$ cat config.mk
export PLATFORM = sky130hd
export DESIGN_NAME = slt_lcd_top
export DESIGN_NICKNAME = d
export VERILOG_FILES = /design/src/slt_pkg.sv /design/src/slt_links_if.sv /design/src/slt_frame_timer.sv /design/src/slt_seg_mem.sv /design/src/slt_lcd_top.sv
export VERILOG_INCLUDE_DIRS = /design/src
export SDC_FILE = /design/constraint.sdc
export NUM_CORES = 1
export LEC_CHECK = 0
export BUFFER_PORTS_ARGS = -buffer_cell sky130_fd_sc_hd__buf_4
export CAP_MARGIN = 20
export CELL_PAD_IN_SITES_DETAIL_PLACEMENT = 0
export CELL_PAD_IN_SITES_GLOBAL_PLACEMENT = 1
export CORE_UTILIZATION = 45
export CTS_CLUSTER_SIZE = 16
export DETAILED_ROUTE_END_ITERATION = 10
export PLACE_DENSITY_LB_ADDON = 0.15
export RECOVER_POWER = 25
export SLEW_MARGIN = 0
export SYNTH_ARGS = -nofsm -noshare
export SYNTH_HDL_FRONTEND = slang
export SYNTH_SLANG_ARGS = --single-unit
$ cat constraint.sdc
create_clock -name mclk -period 4.25 [get_ports mclk]
set_input_delay 0.2125 -clock mclk [delete_from_list [all_inputs] [get_ports mclk]]
set_output_delay 0.2125 -clock mclk [all_outputs]
set_load 0.02 [all_outputs]
$ cat src/slt_defines.svh
// offsets, field positions, reset values and timing counts of the segment lcd timing block
`ifndef SLT_DEFINES_SVH
`define SLT_DEFINES_SVH

`define SLT_OFS_CONFIG 8'h95
`define SLT_OFS_CLOCK 8'h96
`define SLT_OFS_SEG_EN_HIGH 8'h97
`define SLT_OFS_POINTER 8'hac
`define SLT_OFS_DATA 8'hae
`define SLT_OFS_SEG_EN_LOW 8'hed

`define SLT_CFG_CLEAR_BIT 6
`define SLT_CFG_LCD_CLOCK_SELECT_BIT 3
`define SLT_CFG_BIAS_BIT 2
`define SLT_CFG_MUX_HI 1
`define SLT_CFG_MUX_LO 0
`define SLT_PTR_WRITE_BIT 7
`define SLT_PTR_ADDR_HI 5
`define SLT_SEG_EN_HIGH_MASK 8'hfc
`define SLT_SEG_EN_LOW_MASK 8'h0f
`define SLT_CFG_MASK 8'h0f
`define SLT_CLK_MASK 8'h0f
`define SLT_PTR_MASK 8'hbf
`define SLT_RESET_BYTE 8'h00

`define SLT_MEM_BYTES 15
`define SLT_MEM_LAST 6'h0e

`define SLT_MCLK_HZ 50000000
`define SLT_BASE_HZ 4096
`define SLT_BASE_CYCLES (`SLT_MCLK_HZ / `SLT_BASE_HZ)
`define SLT_SLOW_PRESCALE 5'h10

`endif

$ cat src/slt_pkg.sv
// types shared by the segment lcd timing block
package slt_pkg;
    typedef enum logic [1:0] {
        SLT_MUX_STATIC,
        SLT_MUX_2X,
        SLT_MUX_3X,
        SLT_MUX_4X
    } slt_mux_t;

    typedef enum logic {
        SLT_PHASE_FIRST,
        SLT_PHASE_SECOND
    } slt_phase_t;
endpackage : slt_pkg

$ cat src/slt_links_if.sv
// carriers between the top module, the frame timer and the segment memory
`timescale 1ns/10ps
interface slt_tim_if;
    logic clock_sel;
    slt_pkg::slt_mux_t mux_level;
    logic [3:0] fd_code;
    logic [1:0] com_index;
    logic polarity;
    logic com_step;
    modport ctl (output clock_sel, mux_level, fd_code, input com_index, polarity, com_step);
    modport tim (input clock_sel, mux_level, fd_code, output com_index, polarity, com_step);
endinterface : slt_tim_if

interface slt_mem_if;
    logic wr_en;
    logic [5:0] addr;
    logic [7:0] wdata;
    logic [7:0] rdata;
    logic clear;
    logic [119:0] image;
    modport ctl (output wr_en, addr, wdata, clear, input rdata, image);
    modport mem (input wr_en, addr, wdata, clear, output rdata, image);
endinterface : slt_mem_if

$ cat src/slt_frame_timer.sv
// frame timer: lcd clock enables, half-slot divider, polarity and common-line stepping
`timescale 1ns/10ps
`include "slt_defines.svh"
module slt_frame_timer #(
    parameter int BASE_CYCLES = `SLT_BASE_CYCLES
) (
    input wire logic mclk, // system clock
    input wire logic rst_n, // asynchronous reset, active low
    slt_tim_if.tim tif // configuration in, timing out
);
    logic [15:0] base_cnt;
    logic [4:0] pre_cnt;
    logic [7:0] half_cnt;
    logic [7:0] half_len;
    logic [1:0] com_last;
    slt_pkg::slt_phase_t phase;
    logic base_tick;
    logic src_tick;
    logic half_done;
    logic [7:0] n_plus1;

    // base tick at twice the 2048 hz lcd clock, so the inversion half-slot is whole ticks
    assign base_tick = (base_cnt == 16'(BASE_CYCLES - 1));
    // 128 hz source is the 2048 hz source divided by sixteen
    assign src_tick = base_tick && (!tif.clock_sel || (pre_cnt == `SLT_SLOW_PRESCALE - 5'h01));
    assign n_plus1 = {4'h0, tif.fd_code} + 8'h01;

    // half-slot length in source ticks equals the slot length in lcd clock periods
    always_comb begin
        half_len = 8'h04;
        if (!tif.clock_sel) begin
            if (tif.mux_level == slt_pkg::SLT_MUX_3X || tif.mux_level == slt_pkg::SLT_MUX_4X) begin
                if (tif.fd_code == 4'h0) begin
                    half_len = 8'h40;
                end else if (tif.fd_code == 4'h1 && tif.mux_level == slt_pkg::SLT_MUX_3X) begin
                    half_len = 8'h06;
                end else begin
                    half_len = 8'(n_plus1 << 1);
                end
            end else begin
                half_len = (tif.fd_code == 4'h0) ? 8'h80 : 8'(n_plus1 << 2);
            end
        end else begin
            case (tif.fd_code)
                4'h0: half_len = 8'h02;
                4'hf: half_len = 8'h01;
                default: begin
                    if (tif.mux_level == slt_pkg::SLT_MUX_3X || tif.mux_level == slt_pkg::SLT_MUX_4X) begin
                        half_len = 8'h04;
                    end else if (tif.fd_code == 4'h1) begin
                        half_len = 8'h04;
                    end else if (tif.fd_code == 4'h2) begin
                        half_len = 8'h06;
                    end else begin
                        half_len = 8'h08;
                    end
                end
            endcase
        end
    end

    assign half_done = src_tick && (half_cnt >= half_len - 8'h01);
    assign com_last = (tif.mux_level == slt_pkg::SLT_MUX_4X) ? 2'h3 :
                      (tif.mux_level == slt_pkg::SLT_MUX_3X) ? 2'h2 : 2'h1;
    assign tif.com_step = half_done && (phase == slt_pkg::SLT_PHASE_SECOND);

    always_ff @(posedge mclk or negedge rst_n) begin
        if (!rst_n) begin
            base_cnt <= 16'h0000;
            pre_cnt <= 5'h00;
        end else begin
            base_cnt <= base_tick ? 16'h0000 : base_cnt + 16'h0001;
            if (base_tick) begin
                pre_cnt <= (pre_cnt == `SLT_SLOW_PRESCALE - 5'h01) ? 5'h00 : pre_cnt + 5'h01;
            end
        end
    end

    always_ff @(posedge mclk or negedge rst_n) begin
        if (!rst_n) begin
            half_cnt <= 8'h00;
            phase <= slt_pkg::SLT_PHASE_FIRST;
            tif.polarity <= 1'b0;
            tif.com_index <= 2'h0;
        end else if (half_done) begin
            half_cnt <= 8'h00;
            tif.polarity <= ~tif.polarity;
            phase <= (phase == slt_pkg::SLT_PHASE_FIRST) ? slt_pkg::SLT_PHASE_SECOND : slt_pkg::SLT_PHASE_FIRST;
            if (tif.com_step) begin
                tif.com_index <= (tif.com_index >= com_last) ? 2'h0 : tif.com_index + 2'h1;
            end
        end else if (src_tick) begin
            half_cnt <= half_cnt + 8'h01;
        end
    end
endmodule : slt_frame_timer

$ cat src/slt_seg_mem.sv
// segment data memory: fifteen bytes, one write port, one read port and a full image
`timescale 1ns/10ps
`include "slt_defines.svh"
module slt_seg_mem #(
    parameter int BYTES = `SLT_MEM_BYTES
) (
    input wire logic mclk, // system clock
    input wire logic rst_n, // asynchronous reset, active low
    slt_mem_if.mem mif // access from the register side
);
    logic [7:0] mem [BYTES];
    logic addr_ok;

    assign addr_ok = (mif.addr <= `SLT_MEM_LAST);
    assign mif.rdata = addr_ok ? mem[mif.addr[3:0]] : `SLT_RESET_BYTE;

    for (genvar i = 0; i < BYTES; i++) begin : g_byte
        assign mif.image[i*8 +: 8] = mem[i];
        always_ff @(posedge mclk or negedge rst_n) begin
            if (!rst_n) begin
                mem[i] <= `SLT_RESET_BYTE;
            end else if (mif.clear) begin
                mem[i] <= `SLT_RESET_BYTE;
            end else if (mif.wr_en && addr_ok && (mif.addr[3:0] == 4'(i))) begin
                mem[i] <= mif.wdata;
            end
        end
    end
endmodule : slt_seg_mem

$ cat src/slt_lcd_top.sv
// segment lcd timing and access: special function registers, pin routing and segment drive
`timescale 1ns/10ps
`include "slt_defines.svh"
module slt_lcd_top #(
    parameter int BASE_CYCLES = `SLT_BASE_CYCLES
) (
    input wire logic mclk, // system clock, 50 MHz
    input wire logic rst_n, // asynchronous reset, active low
    input wire logic [7:0] sfr_addr, // register address
    input wire logic sfr_wr, // register write strobe
    input wire logic [7:0] sfr_wdata, // register write data
    output logic [7:0] sfr_rdata, // register read data
    output logic [28:0] seg_lcd_mode, // 1 = pin serves as lcd segment
    output logic common_line_2, // shared pin acts as common 2
    output logic common_line_3, // shared pin acts as common 3
    output logic [3:0] common_active, // one-hot active common line
    output logic drive_polarity, // waveform polarity
    output logic [28:0] seg_pixel, // segment on state for active common
    output logic bias_select // bias bit toward the voltage generator
);
    slt_tim_if tif ();
    slt_mem_if mif ();

    logic [7:0] display_config_register;
    logic [7:0] display_clock_register;
    logic [7:0] segment_enable_high;
    logic [7:0] segment_enable_low;
    logic [7:0] segment_memory_pointer;
    logic [7:0] segment_memory_data;
    logic [7:0] next_segment_memory_data;
    logic [28:0] next_seg_pixel;
    logic [28:0] next_seg_lcd_mode;
    logic [3:0] next_common_active;
    logic [3:0] nibble [29];

    logic wr_config;
    logic wr_clock;
    logic wr_seg_high;
    logic wr_seg_low;
    logic wr_pointer;
    logic wr_data;
    logic ptr_is_write;
    logic segment_memory_clear_bit;
    logic lcd_clock_select;
    logic [3:0] frame_divider_code;
    slt_pkg::slt_mux_t multiplex_level_field;

    // register decode
    assign wr_config = sfr_wr && (sfr_addr == `SLT_OFS_CONFIG);
    assign wr_clock = sfr_wr && (sfr_addr == `SLT_OFS_CLOCK);
    assign wr_seg_high = sfr_wr && (sfr_addr == `SLT_OFS_SEG_EN_HIGH);
    assign wr_seg_low = sfr_wr && (sfr_addr == `SLT_OFS_SEG_EN_LOW);
    assign wr_pointer = sfr_wr && (sfr_addr == `SLT_OFS_POINTER);
    assign wr_data = sfr_wr && (sfr_addr == `SLT_OFS_DATA);
    assign ptr_is_write = sfr_wdata[`SLT_PTR_WRITE_BIT];

    // the clear bit acts on the write itself and is never stored
    assign segment_memory_clear_bit = wr_config && sfr_wdata[`SLT_CFG_CLEAR_BIT];

    assign lcd_clock_select = display_config_register[`SLT_CFG_LCD_CLOCK_SELECT_BIT];
    assign multiplex_level_field = slt_pkg::slt_mux_t'(display_config_register[`SLT_CFG_MUX_HI:`SLT_CFG_MUX_LO]);
    assign frame_divider_code = display_clock_register[3:0];
    assign bias_select = display_config_register[`SLT_CFG_BIAS_BIT];

    // timing configuration toward the frame timer
    assign tif.clock_sel = lcd_clock_select;
    assign tif.mux_level = multiplex_level_field;
    assign tif.fd_code = frame_divider_code;

    // memory access starts on the pointer write, addressed by the value being written
    assign mif.addr = sfr_wdata[`SLT_PTR_ADDR_HI:0];
    assign mif.wr_en = wr_pointer && ptr_is_write;
    assign mif.wdata = segment_memory_data;
    assign mif.clear = segment_memory_clear_bit;

    // a read-direction pointer write loads the data register; a software write to it wins otherwise
    assign next_segment_memory_data = (wr_pointer && !ptr_is_write) ? mif.rdata :
                                      wr_data ? sfr_wdata : segment_memory_data;

    always_ff @(posedge mclk or negedge rst_n) begin
        if (!rst_n) begin
            display_config_register <= `SLT_RESET_BYTE;
            display_clock_register <= `SLT_RESET_BYTE;
            segment_enable_high <= `SLT_RESET_BYTE;
            segment_enable_low <= `SLT_RESET_BYTE;
            segment_memory_pointer <= `SLT_RESET_BYTE;
            segment_memory_data <= `SLT_RESET_BYTE;
        end else begin
            if (wr_config) begin
                display_config_register <= sfr_wdata & `SLT_CFG_MASK;
            end
            if (wr_clock) begin
                display_clock_register <= sfr_wdata & `SLT_CLK_MASK;
            end
            if (wr_seg_high) begin
                segment_enable_high <= sfr_wdata & `SLT_SEG_EN_HIGH_MASK;
            end
            if (wr_seg_low) begin
                segment_enable_low <= sfr_wdata & `SLT_SEG_EN_LOW_MASK;
            end
            if (wr_pointer) begin
                segment_memory_pointer <= sfr_wdata & `SLT_PTR_MASK;
            end
            segment_memory_data <= next_segment_memory_data;
        end
    end

    // register read mux; unmapped addresses read zero
    always_comb begin
        case (sfr_addr)
            `SLT_OFS_CONFIG: sfr_rdata = display_config_register;
            `SLT_OFS_CLOCK: sfr_rdata = display_clock_register;
            `SLT_OFS_SEG_EN_HIGH: sfr_rdata = segment_enable_high;
            `SLT_OFS_SEG_EN_LOW: sfr_rdata = segment_enable_low;
            `SLT_OFS_POINTER: sfr_rdata = segment_memory_pointer;
            `SLT_OFS_DATA: sfr_rdata = segment_memory_data;
            default: sfr_rdata = `SLT_RESET_BYTE;
        endcase
    end

    // pin routing
    assign common_line_2 = (multiplex_level_field == slt_pkg::SLT_MUX_3X) ||
                           (multiplex_level_field == slt_pkg::SLT_MUX_4X);
    assign common_line_3 = (multiplex_level_field == slt_pkg::SLT_MUX_4X);

    assign next_seg_lcd_mode[15:0] = 16'hffff;
    assign next_seg_lcd_mode[19:16] = segment_enable_low[3:0];
    assign next_seg_lcd_mode[25:20] = segment_enable_high[7:2];
    assign next_seg_lcd_mode[26] = 1'b1;
    assign next_seg_lcd_mode[27] = !common_line_3;
    assign next_seg_lcd_mode[28] = !common_line_2;

    // each memory byte splits into the even segment in the low nibble and the odd one above
    for (genvar s = 0; s < 29; s++) begin : g_seg
        assign nibble[s] = mif.image[(s/2)*8 + (s%2)*4 +: 4];
        assign next_seg_pixel[s] = nibble[s][tif.com_index] && next_seg_lcd_mode[s];
    end

    assign next_common_active = 4'(4'h1 << tif.com_index);

    always_ff @(posedge mclk or negedge rst_n) begin
        if (!rst_n) begin
            seg_pixel <= 29'h0000000;
            seg_lcd_mode <= 29'h0000000;
            common_active <= 4'h0;
            drive_polarity <= 1'b0;
        end else begin
            seg_pixel <= next_seg_pixel;
            seg_lcd_mode <= next_seg_lcd_mode;
            common_active <= next_common_active;
            drive_polarity <= tif.polarity;
        end
    end

    slt_frame_timer #(
        .BASE_CYCLES(BASE_CYCLES)
    ) u_timer (
        .mclk(mclk),
        .rst_n(rst_n),
        .tif(tif.tim)
    );

    slt_seg_mem #(
        .BYTES(`SLT_MEM_BYTES)
    ) u_mem (
        .mclk(mclk),
        .rst_n(rst_n),
        .mif(mif.mem)
    );
endmodule : slt_lcd_top

==> reports/results.txt <==
ys async rst share -> 100%
post-DP HPWL -> 21.4 mm
Core Util, Final -> 51.9%
postcts setup bufs -> 0
clock root cell -> clkbuf_16
number of I/O pins -> 93
Setup TNS -> 0 ns
Initial DRC Count -> 870
Place WS -> 0.326 ns
Leak -> 6.06 nW
CP max FO -> 6
status -> finished with violations
Hold Crit Start -> sfr_wdata[2]
register bit total from synthesis -> 233
# port buffers -> 92
syn_area_per_cell -> 10.5 um^2
clk sinks -> 233
top post-synthesis cells by area -> dfrtp_1 49%, mux4_2 12%, nand2_1 9.1%, a21oi_1 5.8%, mux2_2 2.5%
RSZ-0062 raised after global routing -> no
Cell Rows -> 59
Crit path arrival time -> 4.38 ns
Die Ht -> 165 um
Pwr per Cell Area -> 361 nW/um^2
Finish-stage setup viols -> 0
clk slew on worst S/H paths -> 0.06 ns
H-tree depth -> 1
routed wire length -> 32.2 mm
maxcap violations -> 1
Slew HR -> -113%
Final Skew -> 0.0153 ns
Pins Over Slew Limit -> 122
CORE AREA -> 26100 um^2
syn_nets -> 1175
Overall Power -> 4.88 mW
endpoints failing hold -> 0
WL/cell -> 21.1 um
drt pass-1 iters -> 5
Slew @ Worst Pin -> 3.20 ns
worst r2r src -> display_clock_register[1]$_DFFE_PN0P_
Final GP Congestion -> 0.803
placed cells -> 1474
largest net degree at the start of global routing -> 124
Antenna Nets Post-Route -> 0
share of the synthesized area in the top cell type -> 48.9%
Critical Path End Type -> flop
share of layout cells above drive strength 1 -> 21.0%
GRT Residual Overflow -> 0
dpl cell area -> 12600 um^2
maximum VDD drop -> 0.292 mV
Vias -> 8693
Initial Util -> 45.8%
Netlist Area Pre-Place -> 11900 um^2
Post-synth top flop -> dfrtp_1
failing checks -> capacitance limit, slew limit
area of the die -> 27200 um^2
post-route setup slack -> 0.319 ns
Post-synth top cells -> 288 x nand2_1, 233 x dfrtp_1, 139 x a21oi_1
Hold Slack -> 0.159 ns
Distinct cells, synth -> 59
first-pass GRT wire length -> 50.2 mm
initial antenna violation count -> 1
Filler Cell Count -> 2392
area grow syn2layout -> 13.4%
Critical Path Start -> display_clock_register[1]$_DFFE_PN0P_
Fmax achieved -> 254 MHz
HP Class -> in -> reg
Warnings, synthesis -> 0
Die X -> 165 um
drt via density -> 5.70
vias in the first global route -> 8352
clock buffer depth -> 3
clk_lat worst skew -> 0.53 ns
Register Area -> 5830 um^2
sequential element share of the synthesized area -> 48.9%
n_diodes -> 0
DR DRC count -> 0
Period Utilization, post-route -> 92.5%
hold path depth -> 2
count leader, synth -> nand2_1
Final #Nets -> 1214
Yosys top cell by area -> dfrtp_1
Tot GR Track Use -> 24.5%
Gate Count Post-Synth -> 1134
Req. time, crit path -> 4.70 ns
Layout Cells excl Fill -> 1524
CTS tree -> done
crit start category -> flop
area of the multi-input gates -> 5520 um^2
post-layout minimum cycle time -> 3.93 ns
FF-to-FF path depth -> 15
CTS Buf Count -> 27
Post-synth EDFFs -> 0
Setup CP Type -> reg -> reg
cell area after layout -> 13500 um^2
## cells by family (layout without fill, tap and decap cells)
| group | Yosys count | count (layout) | synth area share (%) |
|---|---|---|---|
| xor+xnor | 20 | 20 | 1.47 |
| simple gates | 445 | 445 | 18.0 |
| flops | 233 | 233 | 48.9 |
| other cells | 1 | 1 | 0.0314 |
| mux | 98 | 98 | 14.9 |
| fa+ha+maj | 22 | 22 | 2.31 |
| buf+inv | 114 | 169 | 4.87 |
| compound gates | 201 | 201 | 9.48 |
## final cells by class
cell class                 instances  share of cell area (%)
sequential                       233                    43.1
tap                              335                    3.10
multi-input combinational        787                    40.8
timing repair buffer             108                    6.26
clock buffer                      42                    5.78
clock inverter                     3                   0.481
inverter                          16                   0.444
## critical path: stages (launching register included)
cell	delay, ns
dfrtp_1	0.44
inv_1	0.10
ha_1	0.21
or4b_2	0.59
a211oi_1	0.23
mux2_2	0.22
a21o_1	0.22
nor3_1	0.11
xnor2_1	0.17
ha_1	0.30
a21o_1	0.16
a21o_1	0.17
a21o_1	0.21
a211o_1	0.32
or3_1	0.35
o21ai_1	0.07
## what timing repair did
item,4_1_cts,5_1_grt
hold buffers,5,0
gates resized for setup,0,0
hold endpoints to repair,129,0
## cells in the final DEF (no fill, tap or decap), types with 3 or more instances in the layout
cell and count:
ha_1 22, clkbuf_8 5, nor2_1 40, nand2b_1 6, mux4_2 61, mux2i_1 11
nor2b_1 6, buf_4 100, a211oi_1 4, nand3_4 10, nor4_4 3, mux2_2 26
nand2_1 288, and2_1 14, and3_1 22, a21oi_1 139, xnor2_1 11, o21ai_0 23
a222oi_1 7, inv_1 16, a21o_1 6, nand4_1 4, nand3_1 19, clkbuf_16 27
nor3_1 6, a22oi_1 8, dlygate4sd3_1 5, clkbuf_1 10, xor2_1 9, dfrtp_1 232
or3_1 3
## registers in the layout, summed over array words and instances (netlist names)
name,cells
mif.wdata,8
u_timer.half_cnt,8
drive_polarity,1
segment_enable_high,6
seg_lcd_mode,13
display_clock_register,4
u_timer.base_cnt,16
seg_pixel,29
segment_enable_low,4
u_timer.phase,1
u_timer.tif.polarity,1
segment_memory_pointer,7
u_timer.pre_cnt,5
display_config_register,4
u_timer.tif.com_index,2
common_active,4
u_mem.mif.image,120
## where the power goes
| group | internal [mW] | total, mW | switching (mW) |
|---|---|---|---|
| Combinational | 0.114 | 0.291 | 0.177 |
| Clock | 1.37 | 2.25 | 0.883 |
| Sequential | 2.24 | 2.34 | 0.0990 |
| Total | 3.73 | 4.88 | 1.16 |
## path summary, 6_finish.rpt
kind | end | slack [ns]
worst max-delay path | u_timer.half_cnt[4]$_DFFE_PN0P_ | 0.32
worst min-delay path | display_config_register[2]$_DFFE_PN0P_ | 0.16
worst max register to register | u_timer.half_cnt[4]$_DFFE_PN0P_ | 0.32
worst min register to register | drive_polarity$_DFF_PN0_ | 0.40
max in group asynchronous | u_timer.tif.com_index[0]$_DFFE_PN0P_ | 0.90
min in group asynchronous | u_timer.pre_cnt[2]$_DFFE_PN0N_ | 1.25
## routing by layer
metal | GRT usage, % | wire length, um | up-vias | share of wire [%]
met3 | 3.97 | 1980 | 46 | 6.2
met4 | 6.55 | 624 | 0 | 1.9
met1 | 36.5 | 14800 | 4341 | 46
li1 | - | - | 4025 | -
met2 | 37.1 | 14700 | 281 | 46
met5 | 0 | 0 | - | 0
(Power assumes the default switching activity.)
